### src/pkg/pcn_defs.vh
`ifndef PCN_DEFS_VH
`define PCN_DEFS_VH

// Register byte offsets on the APB bus.
`define PCN_OFF_PORT_A 8'h00
`define PCN_OFF_PORT_B 8'h04
`define PCN_OFF_CHG_EN_A 8'h08
`define PCN_OFF_CHG_EN_B 8'h0c
`define PCN_OFF_INT_STATUS 8'h10
`define PCN_OFF_INT_CLEAR 8'h14
`define PCN_OFF_INT_ENABLE 8'h18
`define PCN_OFF_CONFIG 8'h1c
`define PCN_OFF_ANALOG_A 8'h20
`define PCN_OFF_ANALOG_B 8'h24

// Address decode width and data width.
`define PCN_ADDR_W 8
`define PCN_DATA_W 32
`define PCN_PORT_W 8

// Implemented bit masks.
`define PCN_MASK_A 8'hff
`define PCN_MASK_B_FULL 8'hf7
`define PCN_MASK_B_LOW 8'h07
`define PCN_MASK_ANA_A 8'h0f
`define PCN_MASK_ANA_B_FULL 8'h36
`define PCN_MASK_ANA_B_LOW 8'h06

// Reset values.
`define PCN_RST_CHG_EN 8'h00
`define PCN_RST_ANA_A 8'h0f
`define PCN_RST_ANA_B 8'h36
`define PCN_RST_LATCH 8'h00

// Field positions.
`define PCN_BIT_CHG_FLAG 0
`define PCN_BIT_CHG_IE 0
`define PCN_BIT_CFG_EXTRST 0
`define PCN_BIT_PIN5 5

// Synchroniser depth.
`define PCN_SYNC_STAGES 2

`endif

### src/hw/pcn_detect.v
`default_nettype none

// Per-pin mismatch detection against the last-read latch.
module pcn_detect (
  input wire [15:0] pin_sync,
  input wire [15:0] last_read,
  input wire [15:0] enable,
  input wire [15:0] analog,
  output wire [15:0] mismatch,
  output wire mismatch_any
);
  genvar i;
  generate
    for (i = 0; i < 16; i = i + 1) begin : g_cmp
      // An analog pin has no digital input, so it never compares.
      assign mismatch[i] = enable[i] & ~analog[i] & (pin_sync[i] ^ last_read[i]);
    end
  endgenerate

  // All mismatches feed one shared flag.
  assign mismatch_any = |mismatch;
endmodule

`default_nettype wire

### src/hw/pcn_sync.v
`default_nettype none

// Two-flop synchroniser, one generate instance per pin bit.
module pcn_sync (
  input wire pclk,
  input wire presetn,
  input wire [15:0] pin_in,
  output wire [15:0] pin_sync
);
  genvar i;
  generate
    for (i = 0; i < 16; i = i + 1) begin : g_bit
      reg stage1_reg;
      reg stage2_reg;
      // The first stage feeds only the second stage.
      always @(posedge pclk or negedge presetn) begin
        if (!presetn) begin
          stage1_reg <= 1'b0;
          stage2_reg <= 1'b0;
        end else begin
          stage1_reg <= pin_in[i];
          stage2_reg <= stage1_reg;
        end
      end
      assign pin_sync[i] = stage2_reg;
    end
  endgenerate
endmodule

`default_nettype wire

### src/hw/pcn_top.v
// What this block does
// - A pin is watched only while its change-enable bit is one.
// - A remaining mismatch keeps setting the flag; clears do not stick.
// - External reset leaves the last-read latch intact; flag re-sets on mismatch.
// - A pin change during a port access may be missed.
// - With change interrupt enabled, a detected change wakes the core.
// - Port A change-enable: eight read/write bits, zero at power-on.
// - Port A pin 5 never detects while it serves as external reset.
// - Port B change-enable: bits 7-4 and 2-0 read/write, bit 3 reads zero.
// - One variant lacks port B enable bits 7-4 entirely.
// - Enabled pins compare live level with latch; mismatches OR into the flag.
// - All change enables are off after power-on reset.
// - With interrupt enable clear, the flag still sets but no request rises.
// - An analog-selected pin has no digital input and no change detection.
//
// The implementer's own choices: the address map and the APB slave port.
`include "pcn_defs.vh"
`default_nettype none

module pcn_top #(
  parameter PORT_B_UPPER = 1
) (
  input wire pclk,
  input wire presetn,
  input wire ext_reset_n,
  input wire psel,
  input wire penable,
  input wire pwrite,
  input wire [`PCN_ADDR_W-1:0] paddr,
  input wire [`PCN_DATA_W-1:0] pwdata,
  output reg [`PCN_DATA_W-1:0] prdata,
  output reg pready,
  output reg pslverr,
  input wire [`PCN_PORT_W-1:0] port_a_pins,
  input wire [`PCN_PORT_W-1:0] port_b_pins,
  output reg irq,
  output reg wake_req
);

  // Variant-dependent masks for port B.
  wire [`PCN_PORT_W-1:0] mask_b;
  wire [`PCN_PORT_W-1:0] mask_ana_b;
  assign mask_b = (PORT_B_UPPER != 0) ? `PCN_MASK_B_FULL : `PCN_MASK_B_LOW;
  assign mask_ana_b = (PORT_B_UPPER != 0) ? `PCN_MASK_ANA_B_FULL : `PCN_MASK_ANA_B_LOW;

  // Software-visible state.
  reg [`PCN_PORT_W-1:0] chg_en_a_reg;
  reg [`PCN_PORT_W-1:0] chg_en_b_reg;
  reg [`PCN_PORT_W-1:0] analog_a_reg;
  reg [`PCN_PORT_W-1:0] analog_b_reg;
  reg pin5_ext_reset_reg;
  reg change_flag_reg;
  reg change_int_enable_reg;
  reg [`PCN_PORT_W-1:0] last_a_reg;
  reg [`PCN_PORT_W-1:0] last_b_reg;

  // Next values.
  reg [`PCN_PORT_W-1:0] chg_en_a_next;
  reg [`PCN_PORT_W-1:0] chg_en_b_next;
  reg [`PCN_PORT_W-1:0] analog_a_next;
  reg [`PCN_PORT_W-1:0] analog_b_next;
  reg pin5_ext_reset_next;
  reg change_flag_next;
  reg change_int_enable_next;
  reg [`PCN_PORT_W-1:0] last_a_next;
  reg [`PCN_PORT_W-1:0] last_b_next;

  // Synchronised pins and detection results.
  wire [15:0] pin_sync;
  wire [15:0] mismatch;
  wire mismatch_any;
  wire [`PCN_PORT_W-1:0] sync_a;
  wire [`PCN_PORT_W-1:0] sync_b;
  wire [`PCN_PORT_W-1:0] eff_en_a;
  wire [`PCN_PORT_W-1:0] eff_en_b;

  // Both ports go through the synchroniser before anything looks at them.
  pcn_sync u_sync (
    .pclk(pclk),
    .presetn(presetn),
    .pin_in({port_b_pins, port_a_pins}),
    .pin_sync(pin_sync)
  );

  assign sync_a = pin_sync[7:0];
  assign sync_b = pin_sync[15:8] & mask_b;

  // Pin 5 of port A is dropped from detection while it serves as reset input.
  assign eff_en_a = chg_en_a_reg &
    ~({{(`PCN_PORT_W-1){1'b0}}, pin5_ext_reset_reg} << `PCN_BIT_PIN5);
  assign eff_en_b = chg_en_b_reg & mask_b;

  // Comparison of live levels against the last-read latch.
  pcn_detect u_detect (
    .pin_sync({sync_b, sync_a}),
    .last_read({last_b_reg, last_a_reg}),
    .enable({eff_en_b, eff_en_a}),
    .analog({analog_b_reg, analog_a_reg}),
    .mismatch(mismatch),
    .mismatch_any(mismatch_any)
  );

  // Bus phase decode.
  wire setup_phase;
  wire access_done;
  wire wr_done;
  assign setup_phase = psel & ~penable;
  assign access_done = psel & penable & pready;
  assign wr_done = access_done & pwrite;

  // Address hit decode.
  wire hit_port_a;
  wire hit_port_b;
  wire hit_en_a;
  wire hit_en_b;
  wire hit_status;
  wire hit_clear;
  wire hit_ienable;
  wire hit_config;
  wire hit_ana_a;
  wire hit_ana_b;
  wire addr_mapped;
  assign hit_port_a = (paddr == `PCN_OFF_PORT_A);
  assign hit_port_b = (paddr == `PCN_OFF_PORT_B);
  assign hit_en_a = (paddr == `PCN_OFF_CHG_EN_A);
  assign hit_en_b = (paddr == `PCN_OFF_CHG_EN_B);
  assign hit_status = (paddr == `PCN_OFF_INT_STATUS);
  assign hit_clear = (paddr == `PCN_OFF_INT_CLEAR);
  assign hit_ienable = (paddr == `PCN_OFF_INT_ENABLE);
  assign hit_config = (paddr == `PCN_OFF_CONFIG);
  assign hit_ana_a = (paddr == `PCN_OFF_ANALOG_A);
  assign hit_ana_b = (paddr == `PCN_OFF_ANALOG_B);
  assign addr_mapped = hit_port_a | hit_port_b | hit_en_a | hit_en_b |
    hit_status | hit_clear | hit_ienable | hit_config | hit_ana_a | hit_ana_b;

  // Any completed read or write of a port ends that port's mismatch.
  wire port_a_access;
  wire port_b_access;
  wire flag_clear;
  assign port_a_access = access_done & hit_port_a;
  assign port_b_access = access_done & hit_port_b;
  assign flag_clear = wr_done & hit_clear & pwdata[`PCN_BIT_CHG_FLAG];

  // Read data mux, reserved bits as zero.
  reg [`PCN_PORT_W-1:0] rd_byte;
  always @* begin
    rd_byte = {`PCN_PORT_W{1'b0}};
    if (hit_port_a) begin
      rd_byte = sync_a & ~analog_a_reg;
    end else if (hit_port_b) begin
      rd_byte = sync_b & ~analog_b_reg;
    end else if (hit_en_a) begin
      rd_byte = chg_en_a_reg;
    end else if (hit_en_b) begin
      rd_byte = chg_en_b_reg;
    end else if (hit_status) begin
      rd_byte[`PCN_BIT_CHG_FLAG] = change_flag_reg;
    end else if (hit_ienable) begin
      rd_byte[`PCN_BIT_CHG_IE] = change_int_enable_reg;
    end else if (hit_config) begin
      rd_byte[`PCN_BIT_CFG_EXTRST] = pin5_ext_reset_reg;
    end else if (hit_ana_a) begin
      rd_byte = analog_a_reg;
    end else if (hit_ana_b) begin
      rd_byte = analog_b_reg;
    end
  end

  // Next-state logic for the registers and the latch.
  always @* begin
    chg_en_a_next = chg_en_a_reg;
    chg_en_b_next = chg_en_b_reg;
    analog_a_next = analog_a_reg;
    analog_b_next = analog_b_reg;
    pin5_ext_reset_next = pin5_ext_reset_reg;
    change_int_enable_next = change_int_enable_reg;
    last_a_next = last_a_reg;
    last_b_next = last_b_reg;
    if (wr_done && hit_en_a) begin
      chg_en_a_next = pwdata[7:0] & `PCN_MASK_A;
    end
    if (wr_done && hit_en_b) begin
      chg_en_b_next = pwdata[7:0] & mask_b;
    end
    if (wr_done && hit_ana_a) begin
      analog_a_next = pwdata[7:0] & `PCN_MASK_ANA_A;
    end
    if (wr_done && hit_ana_b) begin
      analog_b_next = pwdata[7:0] & mask_ana_b;
    end
    if (wr_done && hit_config) begin
      pin5_ext_reset_next = pwdata[`PCN_BIT_CFG_EXTRST];
    end
    if (wr_done && hit_ienable) begin
      change_int_enable_next = pwdata[`PCN_BIT_CHG_IE];
    end
    // The latch takes the synchronised level seen at the access edge; a
    // change that lands in that same cycle still sets the flag at that edge.
    if (port_a_access) begin
      last_a_next = sync_a;
    end
    if (port_b_access) begin
      last_b_next = sync_b;
    end
    // A live mismatch sets the flag and wins over a clear in the same cycle.
    change_flag_next = mismatch_any | (change_flag_reg & ~flag_clear);
  end

  // Configuration and flag registers; the external reset pin returns them to their reset values.
  always @(posedge pclk or negedge presetn) begin
    if (!presetn) begin
      chg_en_a_reg <= `PCN_RST_CHG_EN;
      chg_en_b_reg <= `PCN_RST_CHG_EN;
      analog_a_reg <= `PCN_RST_ANA_A;
      // The narrow variant powers up with only its own analog bits set.
      analog_b_reg <= (PORT_B_UPPER != 0) ? `PCN_RST_ANA_B :
        (`PCN_RST_ANA_B & `PCN_MASK_ANA_B_LOW);
      pin5_ext_reset_reg <= 1'b0;
      change_flag_reg <= 1'b0;
      change_int_enable_reg <= 1'b0;
    end else if (!ext_reset_n) begin
      chg_en_a_reg <= `PCN_RST_CHG_EN;
      chg_en_b_reg <= `PCN_RST_CHG_EN;
      analog_a_reg <= `PCN_RST_ANA_A;
      analog_b_reg <= `PCN_RST_ANA_B & mask_ana_b;
      pin5_ext_reset_reg <= 1'b0;
      change_flag_reg <= 1'b0;
      change_int_enable_reg <= 1'b0;
    end else begin
      chg_en_a_reg <= chg_en_a_next;
      chg_en_b_reg <= chg_en_b_next;
      analog_a_reg <= analog_a_next;
      analog_b_reg <= analog_b_next;
      pin5_ext_reset_reg <= pin5_ext_reset_next;
      change_flag_reg <= change_flag_next;
      change_int_enable_reg <= change_int_enable_next;
    end
  end

  // The last-read latch is cleared only at power-on and survives the pin reset.
  always @(posedge pclk or negedge presetn) begin
    if (!presetn) begin
      last_a_reg <= `PCN_RST_LATCH;
      last_b_reg <= `PCN_RST_LATCH;
    end else if (!ext_reset_n) begin
      last_a_reg <= last_a_reg;
      last_b_reg <= last_b_reg;
    end else begin
      last_a_reg <= last_a_next;
      last_b_reg <= last_b_next;
    end
  end

  // APB answer: ready one cycle after setup, so no wait states are added.
  always @(posedge pclk or negedge presetn) begin
    if (!presetn) begin
      pready <= 1'b0;
      pslverr <= 1'b0;
      prdata <= {`PCN_DATA_W{1'b0}};
    end else if (setup_phase) begin
      pready <= 1'b1;
      pslverr <= ~addr_mapped;
      prdata <= (pwrite || !addr_mapped) ? {`PCN_DATA_W{1'b0}} :
        {{(`PCN_DATA_W-`PCN_PORT_W){1'b0}}, rd_byte};
    end else begin
      pready <= 1'b0;
      pslverr <= 1'b0;
      prdata <= {`PCN_DATA_W{1'b0}};
    end
  end

  // Interrupt and wake requests follow the flag only while enabled.
  always @(posedge pclk or negedge presetn) begin
    if (!presetn) begin
      irq <= 1'b0;
      wake_req <= 1'b0;
    end else begin
      irq <= change_flag_reg & change_int_enable_reg;
      wake_req <= change_flag_reg & change_int_enable_reg;
    end
  end

endmodule

`default_nettype wire

### config.mk
export PLATFORM = sky130hd
export DESIGN_NAME = pcn_top
export DESIGN_NICKNAME = d
export VERILOG_FILES = /design/src/hw/pcn_detect.v /design/src/hw/pcn_sync.v /design/src/hw/pcn_top.v
export VERILOG_INCLUDE_DIRS = /design/src /design/src/pkg
export SDC_FILE = /design/constraint.sdc
export NUM_CORES = 1
export LEC_CHECK = 0
export BUFFER_PORTS_ARGS = -buffer_cell sky130_fd_sc_hd__buf_2
export CAP_MARGIN = 25
export CORE_AREA = 2 2 108 110
export DETAILED_ROUTE_END_ITERATION = 16
export DIE_AREA = 0 0 110 112
export PLACE_DENSITY = 0.53
export SLEW_MARGIN = 15
export SYNTH_ARGS = -nofsm -noshare
export SYNTH_HDL_FRONTEND = slang
export SYNTH_SLANG_ARGS = --single-unit
### constraint.sdc
create_clock -name pclk -period 2.4 [get_ports pclk]
set_clock_uncertainty 0.2 [all_clocks]
set_input_delay 0.12 -clock pclk [delete_from_list [all_inputs] [get_ports pclk]]
set_output_delay 0.12 -clock pclk [all_outputs]
set_load 0.005 [all_outputs]
==> impl_metrics.yaml <==
place:
  dp.cells: 530
  dpl.hpwl_mm: 6.65
  dp_slack_ps: 277
  io_buffer_count: 48
  place_congestion: 0.941
synthesis:
  syn-cell-area_um2: 3790
  syn_inst: 341
  muxShareOfSynthArea: 0.0757
  synth.area.top_cells: "dfrtp_1 49%, dfstp_2 5.6%, nand2_1 5.4%, mux2_2 5.1%, buf_4 5.0%"
  ys_ff_latch: 82
  synth_top_area_cell: "dfrtp_1"
  synth-adder-area-share: 0
  ys_warn_count: 0
  yosys.cell_types.count: 51
  synth_area_per_cell_um2: 11.1
  ys_async_sr_fraction: 1.00
  ys_seq_area_frac: 0.544
  synth_compound_area_frac: 0.105
  synth-xor-area-share: 0.0347
  ys.flop_type: "dfrtp_1"
  synth-edff-count: 0
  synth_commonest_cells: "74 x dfrtp_1, 54 x nand2_1, 25 x buf_4"
  synthMostInstantiatedCell: "dfrtp_1"
  yosysTopAreaCellShare: 0.489
  synth_top_family_by_area: "simple AND/OR/NAND/NOR gates"
  synthSimpleGateAreaFrac: 0.167
route:
  drt-total-wl_mm: 9.06
  ant_nets: 0
  drtIter0Drc: 125
  vias: 2798
  post_drt_wl_per_cell_um: 15.7
  drcViolationCount: 0
  viasPerCell: 4.83
  dr.pass1.iters: 4
clock_tree:
  cts_made_buffers: 9
  clk_latency_ps: 330
  cts_tree: "done"
  cts_buffer_depth: 2
  clock_sinks: 82
  cts-root-buf: "clkbuf_16"
  clkTransAtPathRegs_ps: 60
  htree_levels: 3
  post_cts_resized: 0
global_routing:
  grt_usage: 0.157
  grt_pass1_wl_mm: 14.4
  grt_max_degree: 43
  grt-ovfl-total: 0
  grt_pass1_vias: 2738
  antenna_found_initial: 0
critical_path:
  cp_max_fo: 7
  crit_type: "in2reg"
  cp-end-kind: "register"
  cp.required_ps: 2410
  cp_data_arrival_time_ps: 2300
  cpPeakStageDelay_ps: 530
  start_kind: "primary input"
  crit_slowest_cell: "dlygate4sd3_1"
  worstPathCellList: "dlygate4sd3_1, buf_2, or3_1, or2_1, nor3_4, mux2_2"
finish:
  layout-drive-gt1-share: 0.257
  diodes: 0
  fillers: 1081
  fin_cells: 579
  syn2layout_area_growth_pct: 26.7
  finalNetCount: 493
  fin_util: 0.429
floorplan:
  die_h_um: 112
  start_util: 0.339
  die_w_um: 110
  rows: 39
  core_um2: 11200
  dieArea_um2: 12300
  ios: 98
sta:
  hold-worst-slack_ps: 78.0
  fin_crit_sh: 0.951
  rsz0062_at_grt: "false"
  drv_slew: 0
  final_hold_viol_count: 0
  setup-tns-final_ps: 0
  period_minus_slack_ps: 2280
  worst_pin_slew_ps: 594
  setup_ws_ps: 117
  relSlewSlack: 0.598
  clock.fmax_mhz: 438
  setup_viol: 0
power_and_ir_drop:
  ir_worst_vdd_v: 0.000392
  p_leak_nw: 2.18
  pwr_density_cell_nw_per_um2: 646
flow_run:
  cap_violations: 0
hold_path:
  hold_class: "in2reg"
run_status:
  outcome: "finished clean"
[worst paths after layout]
check | from | endpoint | slack, ps | cells after the start
worst min-delay path | ext_reset_n | analog_b_reg[2] | 80 | 3
worst max-delay path | paddr[5] | last_b_reg[7] | 120 | 6
min in group asynchronous | presetn | u_sync.g_bit[9].stage1_reg | 110 | 2
max in group asynchronous | presetn | analog_a_reg[2] | 1210 | 3
worst max register to register | pready | change_int_enable_reg | 640 | 5
worst min register to register | u_sync.g_bit[14].stage1_reg | u_sync.g_bit[14].stage2_reg | 150 | 0
[cells by family after synthesis]
logic type | count (synthesis)
flip-flops | 82
other | 1
buffers and inverters | 45
multiplexers | 24
AND/OR/NAND/NOR | 115
XOR/XNOR | 15
AO/OA/AOI/OAI | 59
[metal layers]
| metal | track usage | share of wire | vias to the layer above |
|---|---|---|---|
| li1 | - | - | 1321 |
| met1 | 0.216 | 0.46 | 1379 |
| met2 | 0.245 | 0.48 | 88 |
| met3 | 0.0392 | 0.054 | 10 |
| met4 | 0.0464 | 0.013 | 0 |
| met5 | 0 | 0 | - |
[critical path: cells and delay by family]
kind / cells / cell delay, ps
buffers and inverters: 2 / 680
multiplexers: 1 / 390
AND/OR/NAND/NOR: 3 / 1100
[area by class of cell]
class	count	area, um2	area share
clock buffers	11	243	0.0506
clock inverters	5	77.6	0.0162
inverters	8	30.0	0.00626
multi-input cells	237	1540	0.320
flip-flops and latches	82	2060	0.430
well taps	143	179	0.0373
repair buffers	93	671	0.140
[repair_timing]
item                                    CTS  global route
endpoints found under the setup margin    0            17
hold endpoints to repair                 84             0
setup buffers                             0             2
hold buffers                             31             0
[report_power, final]
group          internal (W)  switching, W  total (W)
clock network      0.000935      0.000521    0.00146
registers           0.00141     0.0000179    0.00143
logic             0.0000937      0.000117   0.000211
total               0.00244      0.000656    0.00310
[layout by cell type (no fill, tap or decap), types with 11 or more instances in the layout]
cell type / count
dfrtp_1: 74
buf_4: 14
mux2_2: 17
xor2_1: 14
a21boi_0: 16
nand2_1: 54
dlygate4sd3_1: 31
a21oi_1: 12
buf_2: 47
o21ai_0: 11
conb_1: 24
[through the flow]
stage,power [W],instance area (um2)
finish,0.00310,4800
floorplan,0.00155,3870
detailed placement,0.00163,4150
global route,0.00324,4800
CTS,0.00314,4780
global placement,0.00162,4150
(Power assumes the default switching activity.)
